### config.mk
export PLATFORM = sky130hd
export DESIGN_NAME = pmrr_regs
export DESIGN_NICKNAME = d
export VERILOG_FILES = /design/src/design/pmrr_pkg.sv /design/src/design/pmrr_regs.sv /design/src/design/pmrr_avg.sv /design/src/design/pmrr_rdmux.sv
export SDC_FILE = /design/constraint.sdc
export NUM_CORES = 1
export LEC_CHECK = 0
export BUFFER_PORTS_ARGS = -buffer_cell sky130_fd_sc_hd__buf_2
export CAP_MARGIN = 20
export CORE_MARGIN = 4
export CORE_UTILIZATION = 55
export DETAILED_ROUTE_END_ITERATION = 8
export PLACE_DENSITY = 0.82
export SYNTH_ARGS = -nofsm -noshare
export SYNTH_HDL_FRONTEND = slang
export SYNTH_SLANG_ARGS = --single-unit
### constraint.sdc
create_clock -name mclk -period 5.2 [get_ports mclk]
set_clock_uncertainty 0.1 [all_clocks]
set_input_delay 0.52 -clock mclk [delete_from_list [all_inputs] [get_ports mclk]]
set_output_delay 0.52 -clock mclk [all_outputs]
set_load 0.05 [all_outputs]
### src/design/pmrr_pkg.sv
/*
  Constants shared by the power monitor result register bank: register
  addresses, field widths and positions, reset values and the averaging
  decode. Assumes the serial framer presents a 6-bit register address.
*/
// Overview of operation
// - Calibration holds 15 writable low bits, resetting to 1000h
// - Calibration value is sent to the core to set current resolution
// - Drift coefficient holds 14 writable bits, resets to zero, 1 ppm per LSB
// - Shunt result is 20-bit signed, in bits 23 to 4, read-only
// - Shunt result scale follows the range in effect for that result
// - Bus result is 20-bit signed, never negative, bits 23 to 4, read-only
// - Die temperature result is 16-bit signed, read-only, resets to zero
// - Current result is 20-bit signed in bits 23 to 4, resets to zero
// - Power result is 24-bit unsigned over bits 23 to 0, resets to zero
// - Energy result is 40-bit unsigned, read-only
// - Charge result is 40-bit signed, read-only, resets to zero
// - Reserved bit positions always read as zero
// - Range select picks 163.84 mV or 40.96 mV full scale
// - Compensation enable decides whether the drift coefficient is applied
// - Results update only after the selected sample count is averaged
// - Energy overflow sets a flag, cleared by reading the energy result
package pmrr_pkg;

  localparam int ADDR_W  = 6;
  localparam int WDATA_W = 16;
  localparam int RDATA_W = 40;
  localparam int CAL_W   = 15;
  localparam int COEFF_W = 14;
  localparam int RES_W   = 20;
  localparam int RES_LSB = 4;
  localparam int TEMP_W  = 16;
  localparam int PWR_W   = 24;
  localparam int ACC_W   = 40;
  localparam int AVG_W   = 3;
  localparam int SHIFT_W = 4;
  localparam int CNT_W   = 10;

  localparam logic [ADDR_W-1:0] ADDR_CAL    = 6'h02;
  localparam logic [ADDR_W-1:0] ADDR_COEFF  = 6'h03;
  localparam logic [ADDR_W-1:0] ADDR_SHUNT  = 6'h04;
  localparam logic [ADDR_W-1:0] ADDR_BUS    = 6'h05;
  localparam logic [ADDR_W-1:0] ADDR_TEMP   = 6'h06;
  localparam logic [ADDR_W-1:0] ADDR_CURR   = 6'h07;
  localparam logic [ADDR_W-1:0] ADDR_POWER  = 6'h08;
  localparam logic [ADDR_W-1:0] ADDR_ENERGY = 6'h09;
  localparam logic [ADDR_W-1:0] ADDR_CHARGE = 6'h0a;

  localparam logic [CAL_W-1:0]   CAL_RST   = 15'h1000;
  localparam logic [COEFF_W-1:0] COEFF_RST = 14'h0;

  // Averaging code to log2 of the sample count: 1,4,16,64,128,256,512,1024
  function automatic logic [SHIFT_W-1:0] avg_shift(input logic [AVG_W-1:0] code);
    case (code)
      3'h0:    avg_shift = 4'h0;
      3'h1:    avg_shift = 4'h2;
      3'h2:    avg_shift = 4'h4;
      3'h3:    avg_shift = 4'h6;
      3'h4:    avg_shift = 4'h7;
      3'h5:    avg_shift = 4'h8;
      3'h6:    avg_shift = 4'h9;
      default: avg_shift = 4'ha;
    endcase
  endfunction : avg_shift

endpackage : pmrr_pkg

### src/design/pmrr_regs.sv
/*
  Result register bank of a current and power monitor: calibration and
  drift coefficient storage, averaged result capture, energy overflow flag.
  Assumes a serial framer on mclk issuing one-cycle read and write strobes,
  and a converter core on mclk delivering one-cycle sample strobes.
*/
`timescale 1ns/10ps
module pmrr_regs (
  // Clock and reset
  input  wire logic                         mclk,
  input  wire logic                         rst_n,
  // Register access from the serial framer
  input  wire logic [pmrr_pkg::ADDR_W-1:0]  reg_addr,
  input  wire logic                         reg_wr_en,
  input  wire logic [pmrr_pkg::WDATA_W-1:0] reg_wdata,
  input  wire logic                         reg_rd_en,
  output logic [pmrr_pkg::RDATA_W-1:0]      reg_rdata,
  output logic                              reg_rd_valid,
  // Configuration bits
  input  wire logic                         shunt_range_select,
  input  wire logic                         drift_compensation_enable,
  input  wire logic [pmrr_pkg::AVG_W-1:0]   averaging_count,
  // Samples from the converter core
  input  wire logic                         smp_valid,
  input  wire logic [pmrr_pkg::RES_W-1:0]   smp_shunt,
  input  wire logic [pmrr_pkg::RES_W-1:0]   smp_bus,
  input  wire logic [pmrr_pkg::TEMP_W-1:0]  smp_temp,
  input  wire logic [pmrr_pkg::RES_W-1:0]   calc_current,
  input  wire logic [pmrr_pkg::PWR_W-1:0]   calc_power,
  input  wire logic [pmrr_pkg::ACC_W-1:0]   calc_energy,
  input  wire logic [pmrr_pkg::ACC_W-1:0]   calc_charge,
  input  wire logic                         energy_wrap,
  // Settings toward the converter core
  output logic [pmrr_pkg::CAL_W-1:0]        core_shunt_cal,
  output logic [pmrr_pkg::COEFF_W-1:0]      core_drift_coeff,
  output logic                              core_shunt_range,
  // Status toward the alert logic
  output logic                              result_range,
  output logic                              result_update,
  output logic                              energy_overflow_flag
);
  import pmrr_pkg::*;

  // ---------------------------------------------------------------
  // State
  // ---------------------------------------------------------------
  typedef struct packed {
    logic [CAL_W-1:0]   cal;
    logic [COEFF_W-1:0] coeff;
    logic [COEFF_W-1:0] core_coeff;
    logic               core_range;
    logic [RES_W-1:0]   shunt_voltage_result;
    logic [RES_W-1:0]   bus_voltage_result;
    logic [TEMP_W-1:0]  dtemp;
    logic [RES_W-1:0]   curr;
    logic [PWR_W-1:0]   pwr;
    logic [ACC_W-1:0]   energy;
    logic [ACC_W-1:0]   charge;
    logic               res_range;
    logic               upd;
    logic               eof;
    logic [RDATA_W-1:0] rdata;
    logic               rd_valid;
  } pmrr_state_s;

  pmrr_state_s          q;
  pmrr_state_s          d;
  logic [SHIFT_W-1:0]   shift;
  logic                 shunt_avg_valid;
  logic [RES_W-1:0]     shunt_avg;
  logic [RES_W-1:0]     bus_avg;
  logic [TEMP_W-1:0]    temp_avg;
  logic [RDATA_W-1:0]   mux_rdata;

  assign shift = avg_shift(averaging_count);

  // ---------------------------------------------------------------
  // Averagers
  // ---------------------------------------------------------------
  // All three share the sample strobe, so they complete together and
  // the shunt instance alone paces the capture.
  pmrr_avg #(.W(RES_W)) u_avg_shunt (
    .mclk      (mclk),
    .rst_n     (rst_n),
    .smp_valid (smp_valid),
    .smp       (smp_shunt),
    .shift     (shift),
    .avg_valid (shunt_avg_valid),
    .avg       (shunt_avg)
  );

  pmrr_avg #(.W(RES_W)) u_avg_bus (
    .mclk      (mclk),
    .rst_n     (rst_n),
    .smp_valid (smp_valid),
    .smp       (smp_bus),
    .shift     (shift),
    .avg_valid (),
    .avg       (bus_avg)
  );

  pmrr_avg #(.W(TEMP_W)) u_avg_temp (
    .mclk      (mclk),
    .rst_n     (rst_n),
    .smp_valid (smp_valid),
    .smp       (smp_temp),
    .shift     (shift),
    .avg_valid (),
    .avg       (temp_avg)
  );

  // ---------------------------------------------------------------
  // Read selection
  // ---------------------------------------------------------------
  pmrr_rdmux u_rdmux (
    .addr   (reg_addr),
    .cal    (q.cal),
    .coeff  (q.coeff),
    .shunt_voltage_result (q.shunt_voltage_result),
    .bus_voltage_result   (q.bus_voltage_result),
    .dtemp  (q.dtemp),
    .curr   (q.curr),
    .pwr    (q.pwr),
    .energy (q.energy),
    .charge (q.charge),
    .rdata  (mux_rdata)
  );

  // ---------------------------------------------------------------
  // Next state
  // ---------------------------------------------------------------
  always_comb begin
    d          = q;
    d.upd      = 1'b0;
    d.rd_valid = 1'b0;
    d.core_range = shunt_range_select;
    // Without compensation the core sees a zero coefficient
    d.core_coeff = drift_compensation_enable ? q.coeff : COEFF_RST;
    if (reg_wr_en) begin
      // Only the two writable fields take data; upper bits are dropped
      if (reg_addr == ADDR_CAL) begin
        d.cal = reg_wdata[CAL_W-1:0];
      end else if (reg_addr == ADDR_COEFF) begin
        d.coeff = reg_wdata[COEFF_W-1:0];
      end
    end
    if (shunt_avg_valid) begin
      // Every result moves in one edge, so no read sees a mixed set
      d.shunt_voltage_result    = shunt_avg;
      d.bus_voltage_result      = bus_avg;
      d.dtemp     = temp_avg;
      d.curr      = calc_current;
      d.pwr       = calc_power;
      d.energy    = calc_energy;
      d.charge    = calc_charge;
      d.res_range = q.core_range;
      d.upd       = 1'b1;
    end
    if (reg_rd_en) begin
      d.rdata    = mux_rdata;
      d.rd_valid = 1'b1;
    end
    if (reg_rd_en && (reg_addr == ADDR_ENERGY)) begin
      d.eof = 1'b0;
    end
    // A wrap in the same cycle as the clearing read is kept
    if (energy_wrap) begin
      d.eof = 1'b1;
    end
  end

  always_ff @(posedge mclk) begin
    if (!rst_n) begin
      q     <= '0;
      q.cal <= CAL_RST;
    end else begin
      q <= d;
    end
  end

  // ---------------------------------------------------------------
  // Outputs
  // ---------------------------------------------------------------
  assign reg_rdata            = q.rdata;
  assign reg_rd_valid         = q.rd_valid;
  assign core_shunt_cal       = q.cal;
  assign core_drift_coeff     = q.core_coeff;
  assign core_shunt_range     = q.core_range;
  assign result_range         = q.res_range;
  assign result_update        = q.upd;
  assign energy_overflow_flag = q.eof;
endmodule : pmrr_regs

### src/design/pmrr_avg.sv
/*
  Signed sample averager for one converter channel.
  Assumes samples arrive as single-cycle strobes on mclk.
*/
`timescale 1ns/10ps
module pmrr_avg #(
  parameter int W = 20
) (
  // Clock and reset
  input  wire logic                         mclk,
  input  wire logic                         rst_n,
  // Samples and averaging setting
  input  wire logic                         smp_valid,
  input  wire logic [W-1:0]                 smp,
  input  wire logic [pmrr_pkg::SHIFT_W-1:0] shift,
  // Averaged result
  output logic                              avg_valid,
  output logic [W-1:0]                      avg
);
  import pmrr_pkg::*;

  typedef struct packed {
    logic signed [W+CNT_W-1:0] acc;
    logic [CNT_W-1:0]          cnt;
    logic                      vld;
    logic [W-1:0]              avg;
  } pmrr_avg_s;

  pmrr_avg_s               q;
  pmrr_avg_s               d;
  logic signed [W+CNT_W-1:0] sum;
  logic [CNT_W-1:0]        lim;

  always_comb begin
    d   = q;
    d.vld = 1'b0;
    lim = CNT_W'((11'h1 << shift) - 11'h1);
    sum = q.acc + {{CNT_W{smp[W-1]}}, smp};
    if (smp_valid) begin
      // At or past the limit, so a smaller setting mid-run still completes
      if (q.cnt >= lim) begin
        d.avg = W'(sum >>> shift);
        d.vld = 1'b1;
        d.acc = '0;
        d.cnt = '0;
      end else begin
        d.acc = sum;
        d.cnt = CNT_W'(q.cnt + 1'b1);
      end
    end
  end

  always_ff @(posedge mclk) begin
    if (!rst_n) begin
      q <= '0;
    end else begin
      q <= d;
    end
  end

  assign avg_valid = q.vld;
  assign avg       = q.avg;

endmodule : pmrr_avg

### src/design/pmrr_rdmux.sv
/*
  Read data selection for the result register bank.
  Assumes all inputs come from flip-flops of the same clock.
*/
`timescale 1ns/10ps
module pmrr_rdmux (
  // Address
  input  wire logic [pmrr_pkg::ADDR_W-1:0]  addr,
  // Stored fields
  input  wire logic [pmrr_pkg::CAL_W-1:0]   cal,
  input  wire logic [pmrr_pkg::COEFF_W-1:0] coeff,
  input  wire logic [pmrr_pkg::RES_W-1:0]   shunt_voltage_result,
  input  wire logic [pmrr_pkg::RES_W-1:0]   bus_voltage_result,
  input  wire logic [pmrr_pkg::TEMP_W-1:0]  dtemp,
  input  wire logic [pmrr_pkg::RES_W-1:0]   curr,
  input  wire logic [pmrr_pkg::PWR_W-1:0]   pwr,
  input  wire logic [pmrr_pkg::ACC_W-1:0]   energy,
  input  wire logic [pmrr_pkg::ACC_W-1:0]   charge,
  // Read word, zero-padded; shunt, bus and current sit at bits 23 to 4
  output logic [pmrr_pkg::RDATA_W-1:0]      rdata
);
  import pmrr_pkg::*;

  always_comb begin
    // Padding bits are constant zero, never storage
    if (addr == ADDR_CAL) begin
      rdata = {25'h0, cal};
    end else if (addr == ADDR_COEFF) begin
      rdata = {26'h0, coeff};
    end else if (addr == ADDR_SHUNT) begin
      rdata = {16'h0, shunt_voltage_result, 4'h0};
    end else if (addr == ADDR_BUS) begin
      rdata = {16'h0, bus_voltage_result, 4'h0};
    end else if (addr == ADDR_TEMP) begin
      rdata = {24'h0, dtemp};
    end else if (addr == ADDR_CURR) begin
      rdata = {16'h0, curr, 4'h0};
    end else if (addr == ADDR_POWER) begin
      rdata = {16'h0, pwr};
    end else if (addr == ADDR_ENERGY) begin
      rdata = energy;
    end else if (addr == ADDR_CHARGE) begin
      rdata = charge;
    end else begin
      rdata = '0;
    end
  end

endmodule : pmrr_rdmux

==> insert_results.sql <==
INSERT INTO impl_metrics (metric_group, metric, value, unit) VALUES
('status', 'outcome', 'complete, no violations', ''),
('worst_setup_path', 'timing.critical_path.arrival', '4.40', 'ns'),
('clock_tree', 'tritoncts.num_buffers', '46', ''),
('hold_path', 'min-delay-start', 'shunt_range_select', ''),
('route', 'drc', '0', ''),
('floorplan', 'die_height', '227', 'µm'),
('synthesis', 'post_synthesis_cell_count', '3294', ''),
('route', 'initialDrtViolationCount', '3093', ''),
('sta', 'finalCriticalPeriod', '3.95', 'ns'),
('clock_tree', 'clkSlewWorstSetupHoldPaths', '0.06', 'ns'),
('clock_tree', 'cts_tree', 'built', ''),
('global_route', 'grt_first_pass_wirelength', '130', 'mm'),
('route', 'routed_wl', '83.8', 'mm'),
('cells_and_area', 'drive_above_1_share', '14.2', '%'),
('global_route', 'groute.usage.overall', '30.9', '%'),
('clock_tree', 'cts_hold_buf', '0', ''),
('placement', 'place.gp.congestion', '1.04', ''),
('cells_and_area', 'num-fill-cells', '4055', ''),
('worst_setup_path', 'critical_path.endpoint_type', 'register', ''),
('route', 'antenna_violating_nets_post_route', '0', ''),
('cells_and_area', 'layout.cell_area.non_filler', '29100', 'µm²'),
('worst_setup_path', 'cells_on_worst_reg2reg_path', '13', ''),
('cells_and_area', 'final_core_utilization', '62.1', '%'),
('clock_tree', 'cts_setup_buffers', '0', ''),
('synthesis', 'yosysSeqAreaShare', '33.6', '%'),
('placement', 'place_area', '27500', 'µm²'),
('pwr', 'power_density', '333', 'nW/µm²'),
('floorplan', 'initial_utilization', '56.1', '%'),
('worst_setup_path', 'critical_path.reg2reg.startpoint', 'u_avg_bus.q[31]', ''),
('cells_and_area', 'layout.nets', '3712', ''),
('synthesis', 'post_synthesis_net_count', '3621', ''),
('route', 'vias_per_cell', '6.34', ''),
('sta', 'tightestPinTransition', '1.05', 'ns'),
('sta', 'timing_hold_violations_final', '0', ''),
('sta', 'rsz0062_at_grt', 'no', ''),
('route', 'route.vias.total', '25500', ''),
('synthesis', 'ys.flop_type', 'dfxtp_1', ''),
('hold_path', 'holdCritPathClass', 'primary input to register', ''),
('clock_tree', 'count_of_h_tree_levels_built_during_cts', '2', ''),
('placement', 'dp.final_hpwl', '60.1', 'mm'),
('floorplan', 'std_cell_rows', '79', ''),
('global_route', 'grt_pass1_vias', '23900', ''),
('sta', 'final-setup-viol-count', '0', ''),
('worst_setup_path', 'critical_path.max_fanout', '16', ''),
('synthesis', 'post_synth_num_cell_types', '111', ''),
('floorplan', 'core-area', '46900', 'µm²'),
('worst_setup_path', 'timing.rr.end', 'u_avg_bus.avg[14]', ''),
('synthesis', 'synth_register_bits', '441', ''),
('floorplan', 'floorplan.die_area', '51400', 'µm²'),
('clock_tree', 'tritoncts_num_sinks', '441', ''),
('sta', 'fmax', '253', 'MHz'),
('sta', 'maxSlewViolCount', '0', ''),
('global_route', 'grt_antenna_before_repair', '0', ''),
('sta', 'timing.max_slew.rel_slack', '29.9', '%'),
('worst_setup_path', 'criticalPathCategory', 'primary input to register', ''),
('job', 'timing.max_cap.violations', '0', ''),
('hold_path', 'hold_depth', '2', ''),
('cells_and_area', 'syn_to_final_growth', '10.7', '%'),
('floorplan', 'fp.dieW', '227', 'µm'),
('worst_setup_path', 'worst_ep_required_time', '5.64', 'ns'),
('route', 'drt_pre_antenna_iters', '8', ''),
('placement', 'port_buffers', '285', ''),
('sta', 'setup_total_neg_slack', '0', 'ns'),
('synthesis', 'postSynthAreaPerCell', '7.98', 'µm²'),
('route', 'post_drt_wl_per_cell', '20.8', 'µm'),
('clock_tree', 'post_cts_resize_count', '0', ''),
('clock_tree', 'cts.path.max_buffers', '3', ''),
('floorplan', 'io_pins', '287', ''),
('synthesis', 'synth_enable_flop_cells', '0', ''),
('synthesis', 'synth_async_sr_flop_share', '0', '%'),
('synthesis', 'post_synth_instance_area', '26300', 'µm²'),
('sta', 'period_share', '76.0', '%'),
('pwr', 'max-vdd-ir-drop', '0.265', 'mV'),
('clock_tree', 'clkLatencyLatePin', '0.60', 'ns'),
('worst_setup_path', 'worstSetupStartpointType', 'primary input', ''),
('hold_path', 'hold_end', 'core_shunt_range', ''),
('worst_setup_path', 'register_to_register_setup_slack', '1.40', 'ns'),
('global_route', 'grt_max_degree', '158', ''),
('pwr', 'leakagePower', '11.5', 'nW'),
('global_route', 'grt.overflow.total', '0', ''),
('clock_tree', 'cts-root-buf', 'clkbuf_16', ''),
('synthesis', 'synth_warnings', '0', '');
## flip-flops by register name, indices dropped and copies added (netlist names)
signal,count
core_drift_coeff,14
core_shunt_cal,15
core_shunt_range,1
energy_overflow_flag,1
q,194
reg_rd_valid,1
reg_rdata,40
result_range,1
result_update,1
u_avg_bus.avg,20
u_avg_bus.q,40
u_avg_shunt.avg,20
u_avg_shunt.avg_valid,1
u_avg_shunt.q,40
u_avg_temp.avg,16
u_avg_temp.q,36
## report_power, final
part	switching (mW)	internal (mW)
registers	0.0616	3.48
clock network	1.46	2.08
logic	1.70	0.903
total	3.23	6.47
## worst max-delay path, cell delays in order
cell and delay (ns):
buf_2 0.12, inv_1 0.07, nand2_1 0.07, inv_1 0.07, nand2_1 0.17, ha_1 0.43, ha_1 0.26, nand2_1 0.05
o21ai_0 0.08, a21o_1 0.19, a21o_1 0.17, maj3_1 0.35, o21ai_1 0.47, buf_4 0.34, nor2_1 0.08, nor2_1 0.66
a22o_1 0.28
## layout by cell type, fill, tap and decap left out, types with 15 or more instances in the layout
master,n
ha_1,111
nand3_1,108
inv_1,45
o21ai_1,16
a22oi_1,47
o21ai_0,137
a21o_1,25
clkbuf_16,46
nor3_1,40
xnor2_1,50
and3_1,30
buf_4,43
o211ai_1,27
a22o_1,15
a211oi_1,31
a21oi_1,336
nand2_1,353
nor2_1,484
a221oi_1,28
dfxtp_1,440
o22ai_1,28
xor2_1,52
a31oi_1,16
nand4_1,29
nand2b_1,24
mux2i_1,234
buf_2,285
## per-layer routing
layer | track usage [%] | wire (µm)
met1 | 40.4 | 33900
met2 | 49.7 | 37300
met3 | 7.47 | 9200
met4 | 11.8 | 3430
met5 | 0 | 0
## layout make-up
class	instances	area, µm²	area share [%]
Multi-Input combinational cell	2516	15900	54.7
Sequential cell	441	8830	30.3
Timing Repair Buffer	330	1790	6.15
Clock buffer	64	1320	4.53
Tap cell	607	759	2.61
Clock inverter	17	297	1.02
Inverter	50	195	0.670
Antenna cell	2	5.00	0.0172
## worst max path at each step
stage	end	from	cells after the start	slack (ns)
finish	u_avg_shunt.avg[0]	averaging_count[1]	17	1.25
global route	u_avg_shunt.avg[15]	averaging_count[2]	18	0.96
CTS	u_avg_shunt.avg[0]	averaging_count[1]	17	1.34
detailed placement	u_avg_shunt.avg[12]	averaging_count[1]	17	0.73
global placement	u_avg_shunt.avg[17]	averaging_count[2]	17	0.76
floorplan	u_avg_shunt.avg[17]	averaging_count[2]	18	1.15
## cell families after synthesis
group,Yosys count,synth area share (%)
flip-flops,441,33.6
buffers and inverters,337,5.98
AND/OR/NAND/NOR,1162,19.4
multiplexers,254,10.0
XOR/XNOR,105,3.58
AO/OA/AOI/OAI,879,21.9
adder cells (fa/ha/maj),115,5.55
other,1,0.0143
## Yosys cell counts (23+ instances only)
cell / n / share of area (%)
a211oi_1: 31 / 0.89
a21o_1: 25 / 0.71
a21oi_1: 336 / 6.4
a221oi_1: 28 / 0.93
a22oi_1: 47 / 1.3
and3_1: 31 / 0.74
buf_1: 23 / 0.33
buf_2: 29 / 0.55
buf_4: 70 / 2.0
clkbuf_1: 163 / 2.3
dfxtp_1: 441 / 34
ha_1: 111 / 5.3
inv_1: 45 / 0.64
mux2i_1: 234 / 8.9
nand2_1: 353 / 5.0
nand2b_1: 24 / 0.57
nand3_1: 108 / 2.1
nand4_1: 29 / 0.69
nor2_1: 484 / 6.9
nor3_1: 41 / 0.78
o211ai_1: 27 / 0.77
o21ai_0: 137 / 2.6
o22ai_1: 28 / 0.67
xnor2_1: 50 / 1.7
xor2_1: 52 / 1.7
## metrics by stage
step / total power [mW] / std cells / hold WS (ns) / setup slack, ns
after detailed placement: 6.10 / 3944 / 0.342 / 0.733
after floorplan: 5.40 / 3294 / 0.315 / 1.15
after global placement: 6.07 / 3944 / 0.340 / 0.762
after global routing: 10.0 / 4025 / 0.0427 / 0.964
after CTS: 9.62 / 4025 / 0.00260 / 1.34
final: 9.69 / 4027 / 0.0348 / 1.25
No activity file was read; power rests on OpenSTA's default activity.
